**src/rtl/vms_pkg.sv**
```systemverilog
package vms_pkg;

   // Bus map (byte addresses, one 32-bit word each)
   localparam logic [7:0] A_CTRL = 8'h00;
   localparam logic [7:0] A_PDOWN = 8'h04;
   localparam logic [7:0] A_INTERVAL = 8'h08;
   localparam logic [7:0] A_PWM_LIM = 8'h0C;
   localparam logic [7:0] A_CR_LIM = 8'h10;
   localparam logic [7:0] A_HV_LIM = 8'h14;
   localparam logic [7:0] A_STATUS = 8'h18;
   localparam logic [7:0] A_IRQ_STAT = 8'h1C;
   localparam logic [7:0] A_IRQ_MASK = 8'h20;
   localparam logic [7:0] A_CURRENT = 8'h24;

   localparam int IV_W = 20;
   localparam logic [19:0] IV_MAX = 20'hFFFFF;
   localparam int unsigned STST_CYCLES = 1048576;
   localparam int unsigned PD_STEP_CYCLES = 262144;

   // Reset values
   localparam logic [19:0] CTRL_RST = 20'h00000;
   localparam logic [7:0] PDOWN_RST = 8'h00;
   localparam logic [19:0] LIM_RST = 20'h00000;
   localparam logic [12:0] CURRENT_RST = 13'h0000;
   localparam logic [3:0] IRQ_RST = 4'h0;

   // Current register fields
   localparam int RUN_LSB = 0;
   localparam int HOLD_LSB = 8;

   // Interrupt status bits
   localparam int IRQ_STST = 0;
   localparam int IRQ_PDOWN = 1;
   localparam int IRQ_HV = 2;
   localparam int IRQ_STALL = 3;

   // Threshold index in the comparator array
   localparam int T_PWM = 0;
   localparam int T_CR = 1;
   localparam int T_HV = 2;

   typedef struct packed {
      logic [3:0] fast_decay;
      logic [3:0] toff;
      logic [3:0] sync;
      logic [1:0] unused;
      logic stall_cfg;
      logic cr_cfg;
      logic hv_classic;
      logic hv_fullstep;
      logic small_hyst;
      logic en_pwm;
   } vms_ctrl_t;

   typedef struct packed {
      logic pwm_en;
      logic speed_ctl_en;
      logic cr_en;
      logic stall_stop_en;
      logic stall_out_en;
      logic classic;
      logic fullstep;
      logic [3:0] sync;
      logic [3:0] fast_decay;
      logic [4:0] toff;
   } vms_chop_t;

endpackage
```
**src/rtl/vms_interval_meter.sv**
```systemverilog
`timescale 1ns/1ns
`default_nettype none
module vms_interval_meter #(
   parameter int unsigned STST_CYCLES = vms_pkg::STST_CYCLES
) (
   // Clock and reset
   input wire logic clk,
   input wire logic reset_n,
   // Step events
   input wire logic step_evt,
   // Results
   output logic [19:0] interval,
   output logic stst
);
   localparam logic [19:0] STST_LAST = 20'(STST_CYCLES - 1);

   logic [19:0] cnt_ff;
   logic [19:0] interval_ff;
   logic stst_ff;

   wire cnt_full = (cnt_ff == vms_pkg::IV_MAX);
   wire stst_hit = (cnt_ff == STST_LAST);
   wire [19:0] nxt_cnt = step_evt ? 20'h00000 : (cnt_full ? cnt_ff : cnt_ff + 20'h00001);
   wire [19:0] step_len = cnt_full ? vms_pkg::IV_MAX : cnt_ff + 20'h00001;
   wire [19:0] nxt_interval = step_evt ? step_len : (stst_hit ? vms_pkg::IV_MAX : interval_ff);
   wire nxt_stst = step_evt ? 1'b0 : (stst_ff | stst_hit);

   always_ff @(posedge clk or negedge reset_n) begin
      if (!reset_n) begin
         cnt_ff <= 20'h00000;
         interval_ff <= vms_pkg::IV_MAX;
         stst_ff <= 1'b0;
      end else begin
         cnt_ff <= nxt_cnt;
         interval_ff <= nxt_interval;
         stst_ff <= nxt_stst;
      end
   end

   assign interval = interval_ff;
   assign stst = stst_ff;

   chk_interval_latch: assert property (@(posedge clk) disable iff (!reset_n)
      step_evt && !cnt_full |=> interval_ff == $past(cnt_ff) + 20'h00001)
      else $error("step interval not latched on step event");
   chk_stst_sat: assert property (@(posedge clk) disable iff (!reset_n)
      stst_ff |-> interval_ff == vms_pkg::IV_MAX)
      else $error("interval not saturated in standstill");
   chk_stst_time: assert property (@(posedge clk) disable iff (!reset_n)
      stst_hit && !step_evt |=> stst_ff)
      else $error("standstill not flagged after idle count");
endmodule // vms_interval_meter
`default_nettype wire

```
**src/rtl/vms_mode_selector.sv**
```systemverilog
// Our own choices: the placing of the registers and register access over Avalon-MM.
`timescale 1ns/1ns
`default_nettype none
module vms_mode_selector #(
   parameter int unsigned STST_CYCLES = vms_pkg::STST_CYCLES,
   parameter int unsigned PD_STEP_CYCLES = vms_pkg::PD_STEP_CYCLES
) (
   // Clock and reset
   input wire logic clk,
   input wire logic reset_n,
   // Avalon-MM slave
   input wire logic [7:0] avs_address,
   input wire logic avs_read,
   input wire logic avs_write,
   input wire logic [31:0] avs_writedata,
   output logic [31:0] avs_readdata,
   output logic avs_waitrequest,
   // Interrupt
   output logic irq,
   // Step source
   input wire logic step_evt,
   input wire logic ustep_at_45,
   input wire logic [7:0] table_now_current,
   input wire logic [7:0] table_45_current,
   // Stall detectors
   input wire logic load_stall_in,
   input wire logic speed_stall_in,
   // Chopper and power stage control
   output vms_pkg::vms_chop_t chop,
   output logic [4:0] drive_current,
   output logic powered_down,
   output logic [7:0] target_current,
   output logic stall_out
);
   localparam logic [19:0] PD_STEP_LAST = 20'(PD_STEP_CYCLES - 1);

   // Registers
   vms_pkg::vms_ctrl_t ctrl_ff;
   logic [7:0] pdown_ff;
   logic [19:0] lim_ff [3];
   logic [12:0] current_ff;
   logic [3:0] irq_stat_ff;
   logic [3:0] irq_mask_ff;
   logic [31:0] rdata_ff;
   logic wait_ff;
   logic irq_ff;

   // Mode state
   logic [2:0] fast_ff;
   logic fullstep_ff;
   logic down_ff;
   logic [19:0] pre_ff;
   logic [7:0] steps_ff;
   logic stst_d_ff;
   logic hv_d_ff;
   vms_pkg::vms_chop_t chop_ff;
   logic [4:0] drive_ff;
   logic [7:0] target_ff;
   logic stall_ff;

   logic [19:0] interval;
   logic stst;

   vms_interval_meter #(
      .STST_CYCLES(STST_CYCLES)
   ) u_meter (
      .clk(clk),
      .reset_n(reset_n),
      .step_evt(step_evt),
      .interval(interval),
      .stst(stst)
   );

   // Bus decode; an access completes on the cycle after it is seen
   wire access = avs_read | avs_write;
   wire done = access & ~wait_ff;
   wire wr = avs_write & ~wait_ff;
   wire rd_done = avs_read & ~wait_ff;
   wire wr_ctrl = wr && avs_address == vms_pkg::A_CTRL;
   wire wr_pdown = wr && avs_address == vms_pkg::A_PDOWN;
   wire wr_pwm = wr && avs_address == vms_pkg::A_PWM_LIM;
   wire wr_cr = wr && avs_address == vms_pkg::A_CR_LIM;
   wire wr_hv = wr && avs_address == vms_pkg::A_HV_LIM;
   wire wr_mask = wr && avs_address == vms_pkg::A_IRQ_MASK;
   wire wr_cur = wr && avs_address == vms_pkg::A_CURRENT;
   wire rd_irq = rd_done && avs_address == vms_pkg::A_IRQ_STAT;

   // Region decode
   wire pwm_zone = ~fast_ff[vms_pkg::T_PWM];
   wire cr_fast = fast_ff[vms_pkg::T_CR];
   wire hv_zone = fast_ff[vms_pkg::T_HV];
   wire cr_zone = cr_fast & ~hv_zone;
   wire fs_want = hv_zone & ctrl_ff.hv_fullstep;
   wire classic = hv_zone & ctrl_ff.hv_classic;

   wire [5:0] status = {fullstep_ff, hv_zone, cr_zone, pwm_zone, down_ff, stst};

   // Control write; PWM enable may only be switched on in standstill
   vms_pkg::vms_ctrl_t wdata_ctrl;
   assign wdata_ctrl = vms_pkg::vms_ctrl_t'(avs_writedata[19:0]);
   wire pwm_on_blocked = wdata_ctrl.en_pwm & ~ctrl_ff.en_pwm & ~stst;
   vms_pkg::vms_ctrl_t nxt_ctrl;
   always_comb begin
      nxt_ctrl = ctrl_ff;
      if (wr_ctrl) begin
         nxt_ctrl = wdata_ctrl;
         nxt_ctrl.unused = 2'h0;
         if (pwm_on_blocked) begin
            nxt_ctrl.en_pwm = 1'b0;
         end
      end
   end

   // Read mux, unmapped addresses read zero
   logic [31:0] nxt_rdata;
   always_comb begin
      nxt_rdata = 32'h00000000;
      unique case (avs_address)
         vms_pkg::A_CTRL: nxt_rdata = {12'h000, ctrl_ff};
         vms_pkg::A_PDOWN: nxt_rdata = {24'h000000, pdown_ff};
         vms_pkg::A_INTERVAL: nxt_rdata = {12'h000, interval};
         vms_pkg::A_PWM_LIM: nxt_rdata = {12'h000, lim_ff[vms_pkg::T_PWM]};
         vms_pkg::A_CR_LIM: nxt_rdata = {12'h000, lim_ff[vms_pkg::T_CR]};
         vms_pkg::A_HV_LIM: nxt_rdata = {12'h000, lim_ff[vms_pkg::T_HV]};
         vms_pkg::A_STATUS: nxt_rdata = {26'h0000000, status};
         vms_pkg::A_IRQ_STAT: nxt_rdata = {28'h0000000, irq_stat_ff};
         vms_pkg::A_IRQ_MASK: nxt_rdata = {28'h0000000, irq_mask_ff};
         vms_pkg::A_CURRENT: nxt_rdata = {19'h00000, current_ff};
         default: nxt_rdata = 32'h00000000;
      endcase
   end

   always_ff @(posedge clk or negedge reset_n) begin
      if (!reset_n) begin
         wait_ff <= 1'b1;
         rdata_ff <= 32'h00000000;
      end else begin
         wait_ff <= ~(access & wait_ff);
         rdata_ff <= (avs_read & wait_ff) ? nxt_rdata : rdata_ff;
      end
   end

   always_ff @(posedge clk or negedge reset_n) begin
      if (!reset_n) begin
         ctrl_ff <= vms_pkg::vms_ctrl_t'(vms_pkg::CTRL_RST);
         pdown_ff <= vms_pkg::PDOWN_RST;
         current_ff <= vms_pkg::CURRENT_RST;
         irq_mask_ff <= vms_pkg::IRQ_RST;
      end else begin
         ctrl_ff <= nxt_ctrl;
         pdown_ff <= wr_pdown ? avs_writedata[7:0] : pdown_ff;
         current_ff <= wr_cur ? avs_writedata[12:0] : current_ff;
         irq_mask_ff <= wr_mask ? avs_writedata[3:0] : irq_mask_ff;
      end
   end

   // Threshold comparators with hysteresis, one per limit
   wire [19:0] iv_scaled = (interval == 20'h00000) ? 20'h00000 :
      interval - (ctrl_ff.small_hyst ? (interval >> 5) : (interval >> 4)) - 20'h00001;
   wire [2:0] lim_wr = {wr_hv, wr_cr, wr_pwm};

   genvar gi;
   generate
      for (gi = 0; gi < 3; gi++) begin : g_thr
         wire nxt_fast = fast_ff[gi] ? (iv_scaled <= lim_ff[gi]) : (interval <= lim_ff[gi]);
         always_ff @(posedge clk or negedge reset_n) begin
            if (!reset_n) begin
               lim_ff[gi] <= vms_pkg::LIM_RST;
               fast_ff[gi] <= 1'b0;
            end else begin
               lim_ff[gi] <= lim_wr[gi] ? avs_writedata[19:0] : lim_ff[gi];
               fast_ff[gi] <= nxt_fast;
            end
         end
      end
   endgenerate

   // Power-down timer: delay 1 is one clock, each further step adds a prescaler period
   wire pd_zero = (pdown_ff == 8'h00);
   wire pd_last = (steps_ff == pdown_ff - 8'h01);
   wire pre_wrap = (pre_ff == PD_STEP_LAST);
   wire nxt_down = stst & (down_ff | pd_zero | pd_last);
   wire [19:0] nxt_pre = (stst & ~down_ff & ~pre_wrap) ? pre_ff + 20'h00001 : 20'h00000;
   wire [7:0] nxt_steps = ~stst ? 8'h00 : ((pre_wrap & ~down_ff) ? steps_ff + 8'h01 : steps_ff);

   always_ff @(posedge clk or negedge reset_n) begin
      if (!reset_n) begin
         down_ff <= 1'b0;
         pre_ff <= 20'h00000;
         steps_ff <= 8'h00;
      end else begin
         down_ff <= nxt_down;
         pre_ff <= nxt_pre;
         steps_ff <= nxt_steps;
      end
   end

   // Fullstep changes over only at the 45 degree position
   wire nxt_fullstep = ustep_at_45 ? fs_want : fullstep_ff;

   // Chopper control bundle
   vms_pkg::vms_chop_t nxt_chop;
   always_comb begin
      nxt_chop.pwm_en = ctrl_ff.en_pwm & pwm_zone & ~cr_zone & ~hv_zone;
      nxt_chop.speed_ctl_en = ~pwm_zone & fullstep_ff;
      nxt_chop.cr_en = ctrl_ff.cr_cfg & cr_zone;
      nxt_chop.stall_stop_en = ctrl_ff.stall_cfg & cr_fast;
      nxt_chop.stall_out_en = ctrl_ff.stall_cfg & cr_fast;
      nxt_chop.classic = classic;
      nxt_chop.fullstep = fullstep_ff;
      nxt_chop.sync = hv_zone ? 4'h0 : ctrl_ff.sync;
      nxt_chop.fast_decay = classic ? 4'h0 : ctrl_ff.fast_decay;
      nxt_chop.toff = classic ? {ctrl_ff.toff, 1'b0} : {1'b0, ctrl_ff.toff};
   end

   // Hold level applies once the power-down delay has run out
   wire [4:0] run_cur = current_ff[vms_pkg::RUN_LSB +: 5];
   wire [4:0] hold_cur = current_ff[vms_pkg::HOLD_LSB +: 5];
   wire [4:0] nxt_drive = (stst & down_ff) ? hold_cur : run_cur;
   wire [7:0] nxt_target = fullstep_ff ? table_45_current : table_now_current;
   wire stall_src = fullstep_ff ? speed_stall_in : load_stall_in;
   wire nxt_stall = stall_src & ctrl_ff.stall_cfg & cr_fast;

   always_ff @(posedge clk or negedge reset_n) begin
      if (!reset_n) begin
         fullstep_ff <= 1'b0;
         chop_ff <= '0;
         drive_ff <= 5'h00;
         target_ff <= 8'h00;
         stall_ff <= 1'b0;
      end else begin
         fullstep_ff <= nxt_fullstep;
         chop_ff <= nxt_chop;
         drive_ff <= nxt_drive;
         target_ff <= nxt_target;
         stall_ff <= nxt_stall;
      end
   end

   // Sticky events; a set in the clearing read cycle survives
   wire [3:0] evt;
   assign evt[vms_pkg::IRQ_STST] = stst & ~stst_d_ff;
   assign evt[vms_pkg::IRQ_PDOWN] = nxt_down & ~down_ff;
   assign evt[vms_pkg::IRQ_HV] = hv_zone & ~hv_d_ff;
   assign evt[vms_pkg::IRQ_STALL] = nxt_stall & ~stall_ff;
   // Only bits already handed out in read data are cleared, so an event landing
   // between the data capture and the completing edge is not lost
   wire [3:0] nxt_irq_stat = (rd_irq ? irq_stat_ff & ~rdata_ff[3:0] : irq_stat_ff) | evt;

   always_ff @(posedge clk or negedge reset_n) begin
      if (!reset_n) begin
         stst_d_ff <= 1'b0;
         hv_d_ff <= 1'b0;
         irq_stat_ff <= vms_pkg::IRQ_RST;
         irq_ff <= 1'b0;
      end else begin
         stst_d_ff <= stst;
         hv_d_ff <= hv_zone;
         irq_stat_ff <= nxt_irq_stat;
         irq_ff <= |(nxt_irq_stat & irq_mask_ff);
      end
   end

   assign avs_readdata = rdata_ff;
   assign avs_waitrequest = wait_ff;
   assign irq = irq_ff;
   assign chop = chop_ff;
   assign drive_current = drive_ff;
   assign powered_down = down_ff;
   assign target_current = target_ff;
   assign stall_out = stall_ff;

   chk_sync_forced: assert property (@(posedge clk) disable iff (!reset_n)
      hv_zone |=> chop_ff.sync == 4'h0)
      else $error("sync not forced off at high velocity");
   chk_classic_decay: assert property (@(posedge clk) disable iff (!reset_n)
      hv_zone && ctrl_ff.hv_classic |=> chop_ff.classic && chop_ff.fast_decay == 4'h0)
      else $error("classic chopper not selected at high velocity");
   chk_toff_double: assert property (@(posedge clk) disable iff (!reset_n)
      classic |=> chop_ff.toff == {$past(ctrl_ff.toff), 1'b0})
      else $error("off time not doubled");
   chk_pwm_off_hv: assert property (@(posedge clk) disable iff (!reset_n)
      hv_zone |=> !chop_ff.pwm_en && !chop_ff.cr_en)
      else $error("pwm or reduction active at high velocity");
   chk_cr_zone: assert property (@(posedge clk) disable iff (!reset_n)
      cr_zone && ctrl_ff.cr_cfg |=> chop_ff.cr_en && !chop_ff.pwm_en)
      else $error("reduction region handled wrongly");
   chk_stall_zone: assert property (@(posedge clk) disable iff (!reset_n)
      !cr_fast |=> !chop_ff.stall_stop_en && !stall_ff)
      else $error("stall enabled above reduction interval");
   chk_pwm_zone: assert property (@(posedge clk) disable iff (!reset_n)
      pwm_zone |=> !chop_ff.speed_ctl_en)
      else $error("speed control active in pwm region");
   chk_fullstep_45: assert property (@(posedge clk) disable iff (!reset_n)
      $changed(fullstep_ff) |-> $past(ustep_at_45))
      else $error("fullstep switched away from 45 degrees");
   chk_current_sel: assert property (@(posedge clk) disable iff (!reset_n)
      !stst |=> drive_ff == $past(run_cur))
      else $error("run current not selected while moving");
   chk_pd_zero: assert property (@(posedge clk) disable iff (!reset_n)
      $rose(stst) && pd_zero ##1 stst |-> down_ff)
      else $error("zero delay power-down late");
   chk_pwm_guard: assert property (@(posedge clk) disable iff (!reset_n)
      !ctrl_ff.en_pwm && !stst |=> !ctrl_ff.en_pwm)
      else $error("pwm enabled while moving");
   chk_pwm_enable: assert property (@(posedge clk) disable iff (!reset_n)
      pwm_zone && !cr_fast && !hv_zone && ctrl_ff.en_pwm |=> chop_ff.pwm_en)
      else $error("pwm chopper not enabled in pwm region");
   chk_down_stst: assert property (@(posedge clk) disable iff (!reset_n)
      !stst |=> !down_ff)
      else $error("powered down while moving");
   chk_hold_level: assert property (@(posedge clk) disable iff (!reset_n)
      stst && down_ff |=> drive_ff == $past(hold_cur))
      else $error("hold current not selected after power-down");
   chk_fullstep_entry: assert property (@(posedge clk) disable iff (!reset_n)
      fs_want && ustep_at_45 |=> fullstep_ff)
      else $error("fullstep not entered at 45 degrees");
   chk_target_fs: assert property (@(posedge clk) disable iff (!reset_n)
      fullstep_ff |=> target_ff == $past(table_45_current))
      else $error("fullstep target not taken from 45 degree entry");
   chk_stall_source: assert property (@(posedge clk) disable iff (!reset_n)
      fullstep_ff && ctrl_ff.stall_cfg && cr_fast |=> stall_ff == $past(speed_stall_in))
      else $error("stall source not switched in fullstep");
endmodule // vms_mode_selector
`default_nettype wire

```
**config.mk**
```make
export PLATFORM = sky130hd
export DESIGN_NAME = vms_mode_selector
export DESIGN_NICKNAME = d
export VERILOG_FILES = /design/src/rtl/vms_pkg.sv /design/src/rtl/vms_interval_meter.sv /design/src/rtl/vms_mode_selector.sv
export SDC_FILE = /design/constraint.sdc
export NUM_CORES = 1
export LEC_CHECK = 0
export ABC_CLOCK_PERIOD_IN_PS = 13100
export BUFFER_PORTS_ARGS = -buffer_cell sky130_fd_sc_hd__buf_2
export CAP_MARGIN = 0
export CORE_MARGIN = 4
export CORE_UTILIZATION = 53
export CTS_CLUSTER_DIAMETER = 120
export CTS_CLUSTER_SIZE = 14
export DETAILED_ROUTE_END_ITERATION = 6
export PLACE_DENSITY = 0.83
export SYNTH_ARGS = -nofsm -noshare
export SYNTH_HDL_FRONTEND = slang
export SYNTH_SLANG_ARGS = --single-unit
```
**constraint.sdc**
```tcl
create_clock -name clk -period 13.1 [get_ports clk]
set_clock_uncertainty 0.2 [all_clocks]
set_input_delay 0 -clock clk [delete_from_list [all_inputs] [get_ports clk]]
set_output_delay 0 -clock clk [all_outputs]
set_load 0.1 [all_outputs]
```
==> results by group <==
CTS
  • Hold buffer count at CTS: 49
  • Clk sink count: 238
  • Inserted Clock Buffers: 20
  • Clk_lat worst skew: 0.53 ns
  • # Post-CTS Setup Buffers: 0
  • CTS max path bufs: 3
  • CTS tree: done
  • H-tree levels: 1
  • CTS root buffer: clkbuf_16
  • Clock Pin Slew Worst Setup and Hold Paths: 0.07 ns
  • Post-cts sizing count: 0

Route
  • Number of remaining DRC errors: 0
  • Total Wirelength: 39.3 mm
  • Via/cell ratio: 6.15
  • DR WL/cell: 20.9 um
  • Via count: about 12000
  • Antenna viol nets, final: 0
  • Initial DRC count: 1157
  • Drt pass-1 iters: 7

STA
  • Max Slew Vio Count: 0
  • RSZ-0062 raised after global routing: no
  • Worst rel slew slack: a little under a fifth
  • Minimum clock period after layout: between 5 and 6 ns
  • Worst slew pin tran: 1.22 ns
  • Tcrit/Tclk final: between 40 and 50%
  • Max Clk Rate: around 0.18 GHz
  • Fin. Hold Viols: 0
  • Setup_tns: 0 ns
  • Final setup fails: 0
  • Setup WS post-layout: 7.54 ns
  • Final hold slack: ~0.028 ns

Cells and area
  • Post-Layout Cell Count: ~1900
  • Nets: 1737
  • Layout cells sized above 1: 19.1%
  • Layout area overhead: 13.6%
  • Design Area, Final: 0.0162 mm2
  • Final Util: 61.6%

Placed design
  • DP Wirelength: about 28 mm
  • Setup Slack @ Placement: 7.65 ns
  • Placed inst area: 0.0151 mm2
  • # port buffers: 108
  • Cells after DPL: ~1800
  • Placer's final routability congestion estimate: 0.952

Power
  • Pwr/cell area: 110 mW/mm2
  • Power, Total: roughly 1.8 mW
  • Static Leakage: 7.73 nW
  • Worst VDD drop: 0.0773 mV

Flow run
  • MaxCap Viol Count: 0

Yosys
  • Async SR Flop Fraction: 100%
  • Register area share after synthesis: 42.0%
  • Yosys Warn Count: 0
  • Yosys reg bits: 238
  • Synthesized area: approximately 0.014 mm2
  • Synth unique cells: 68
  • EDFF count, synth: 0
  • Yosys top cell by area: dfrtp_1
  • Synthesized area per cell: 10.2 um2
  • Post-synth top area share: 38.2%
  • Most frequent cell after synthesis: dfrtp_1
  • Synth area leaders: dfrtp_1 38%, ha_1 12%, mux2_2 9.4%, dfstp_2 3.9%, a21oi_1 3.0%
  • Most common library cells after synthesis: 217 x dfrtp_1, 138 x ha_1, 119 x mux2_2
  • Cells after Synth: 1390
  • Main synth FF type: dfrtp_1

Die
  • Core footprint: 0.0262 mm2
  • Boundary Pins: 133
  • Die area: 0.0295 mm2
  • Initial Util: approximately 54%
  • Die Height: between 150 and 200 um
  • Die Wd: 172 um
  • Row cnt: 59

GRT
  • Largest net degree at the start of global routing: roughly 100
  • Global Route Usage Sum: 26.4%
  • Met3 usage: between 4 and 5%
  • Met2 GRT Util: 44.4%
  • First-pass GRT wire length: 62.1 mm
  • Most Crowded Layer GR: met2
  • Gr ovfl total: 0
  • Routing usage on met1: 34.6%
  • Number of global-route vias before repair: 11700
  • Initial antenna violation count: 2

Setup path
  • CP Data Arrival Time: 5.80 ns
  • Startpoint types: flip-flop
  • Crit path kind: flip-flop to flip-flop
  • Crit end category: flip-flop
  • Crit path max fanout: 18
  • Worst Path Required: 13.33 ns

Status
  • Status: complete, no violations

Hold path
  • Hold WC Path Type: primary input to flip-flop
cells in the final DEF (no fill, tap or decap), drive strengths merged, types with 4 or more instances in the layout:
| cell type | instances |
|---|---|
| a221oi | 6 |
| o211ai | 9 |
| mux2 | 119 |
| nand2 | 100 |
| a211oi | 6 |
| nand2b | 10 |
| dfrtp | 217 |
| clkbuf | 35 |
| nor4 | 10 |
| and3 | 15 |
| nor2 | 98 |
| nand4 | 30 |
| mux2i | 24 |
| xnor2 | 30 |
| a222oi | 28 |
| o21ai | 66 |
| xor2 | 37 |
| or4 | 7 |
| a21oi | 84 |
| dlygate4sd3 | 48 |
| buf | 121 |
| a22oi | 11 |
| nor2b | 20 |
| a31oi | 10 |
| nor3 | 19 |
| ha | 138 |
| and2 | 7 |
| a21o | 39 |
| inv | 82 |
| nand3 | 34 |
| and4 | 5 |
| or2 | 4 |
| conb | 12 |
| dfstp | 21 |
| or3 | 5 |
registers in the layout (all words and copies together), names as in the netlist, 4 cells and up:
| name | count |
|---|---|
| steps_ff | 8 |
| current_ff | 13 |
| u_meter.interval | 20 |
| irq_stat_ff | 4 |
| ctrl_ff | 18 |
| drive_current | 5 |
| irq_mask_ff | 4 |
| pre_ff | 20 |
| lim_ff | 60 |
| target_current | 8 |
| chop | 19 |
| u_meter.cnt_ff | 20 |
| pdown_ff | 8 |
| avs_readdata | 20 |
worst paths after layout:
check,cells after the start,endpoint,slack (ns),from
max reg2reg,18,cr_fast,7.54,ctrl_ff[1]
min in group asynchronous,3,avs_waitrequest,0.38,reset_n
min reg2reg,1,irq_stat_ff[2],0.27,hv_d_ff
min,3,fullstep_ff,0.03,ustep_at_45
max in group asynchronous,4,chop[14],11.35,reset_n
max,18,cr_fast,7.54,ctrl_ff[1]
metal layers:
metal | part of all wire (%) | routed length (um)
met1 | 42 | 16400
met2 | 47 | 18600
met3 | 7.5 | 2950
met4 | 3.5 | 1360
met5 | 0.018 | 7
power breakdown:
group | internal (mW) | switching (mW) | leakage, nW
logic | 0.155 | 0.251 | 4.25
registers | 0.761 | 0.0377 | 3.20
clock network | 0.291 | 0.275 | 0.276
cells by family after synthesis:
kind of cell             share of synthesized area [%]
buffers and inverters                             4.09
multiplexers                                      11.1
XOR/XNOR                                          4.12
adder cells (fa/ha/maj)                           12.3
AND/OR/NAND/NOR                                   12.9
flip-flops                                        42.0
AO/OA/AOI/OAI                                     13.4
other                                           0.0264
cell type report:
cell class | count | area [um2]
fill | 2061 | 10100
multi-input combinational | 1022 | 7700
sequential | 238 | 5980
timing repair buffer | 169 | 1150
clock buffer | 35 | 557
tap | 335 | 419
inverter | 83 | 312
clock inverter | 1 | 30.0
antenna | 1 | 2.50
critical path, stage by stage, from the launching register on:
cell	delay, ns
dfrtp_1	0.99
mux2i_1	0.39
ha_1	0.30
a211oi_1	0.38
o21ai_1	0.16
a21oi_1	0.25
o21ai_1	0.13
a21oi_1	0.35
o21ai_0	0.16
xnor2_1	0.14
nor2_1	0.31
ha_1	0.20
nand4_1	0.14
nor2_1	0.18
nor4bb_1	0.57
o211ai_1	0.18
a21oi_1	0.16
o21ai_0	0.11
o211ai_1	0.13
Power figures use the tool's default switching activity.
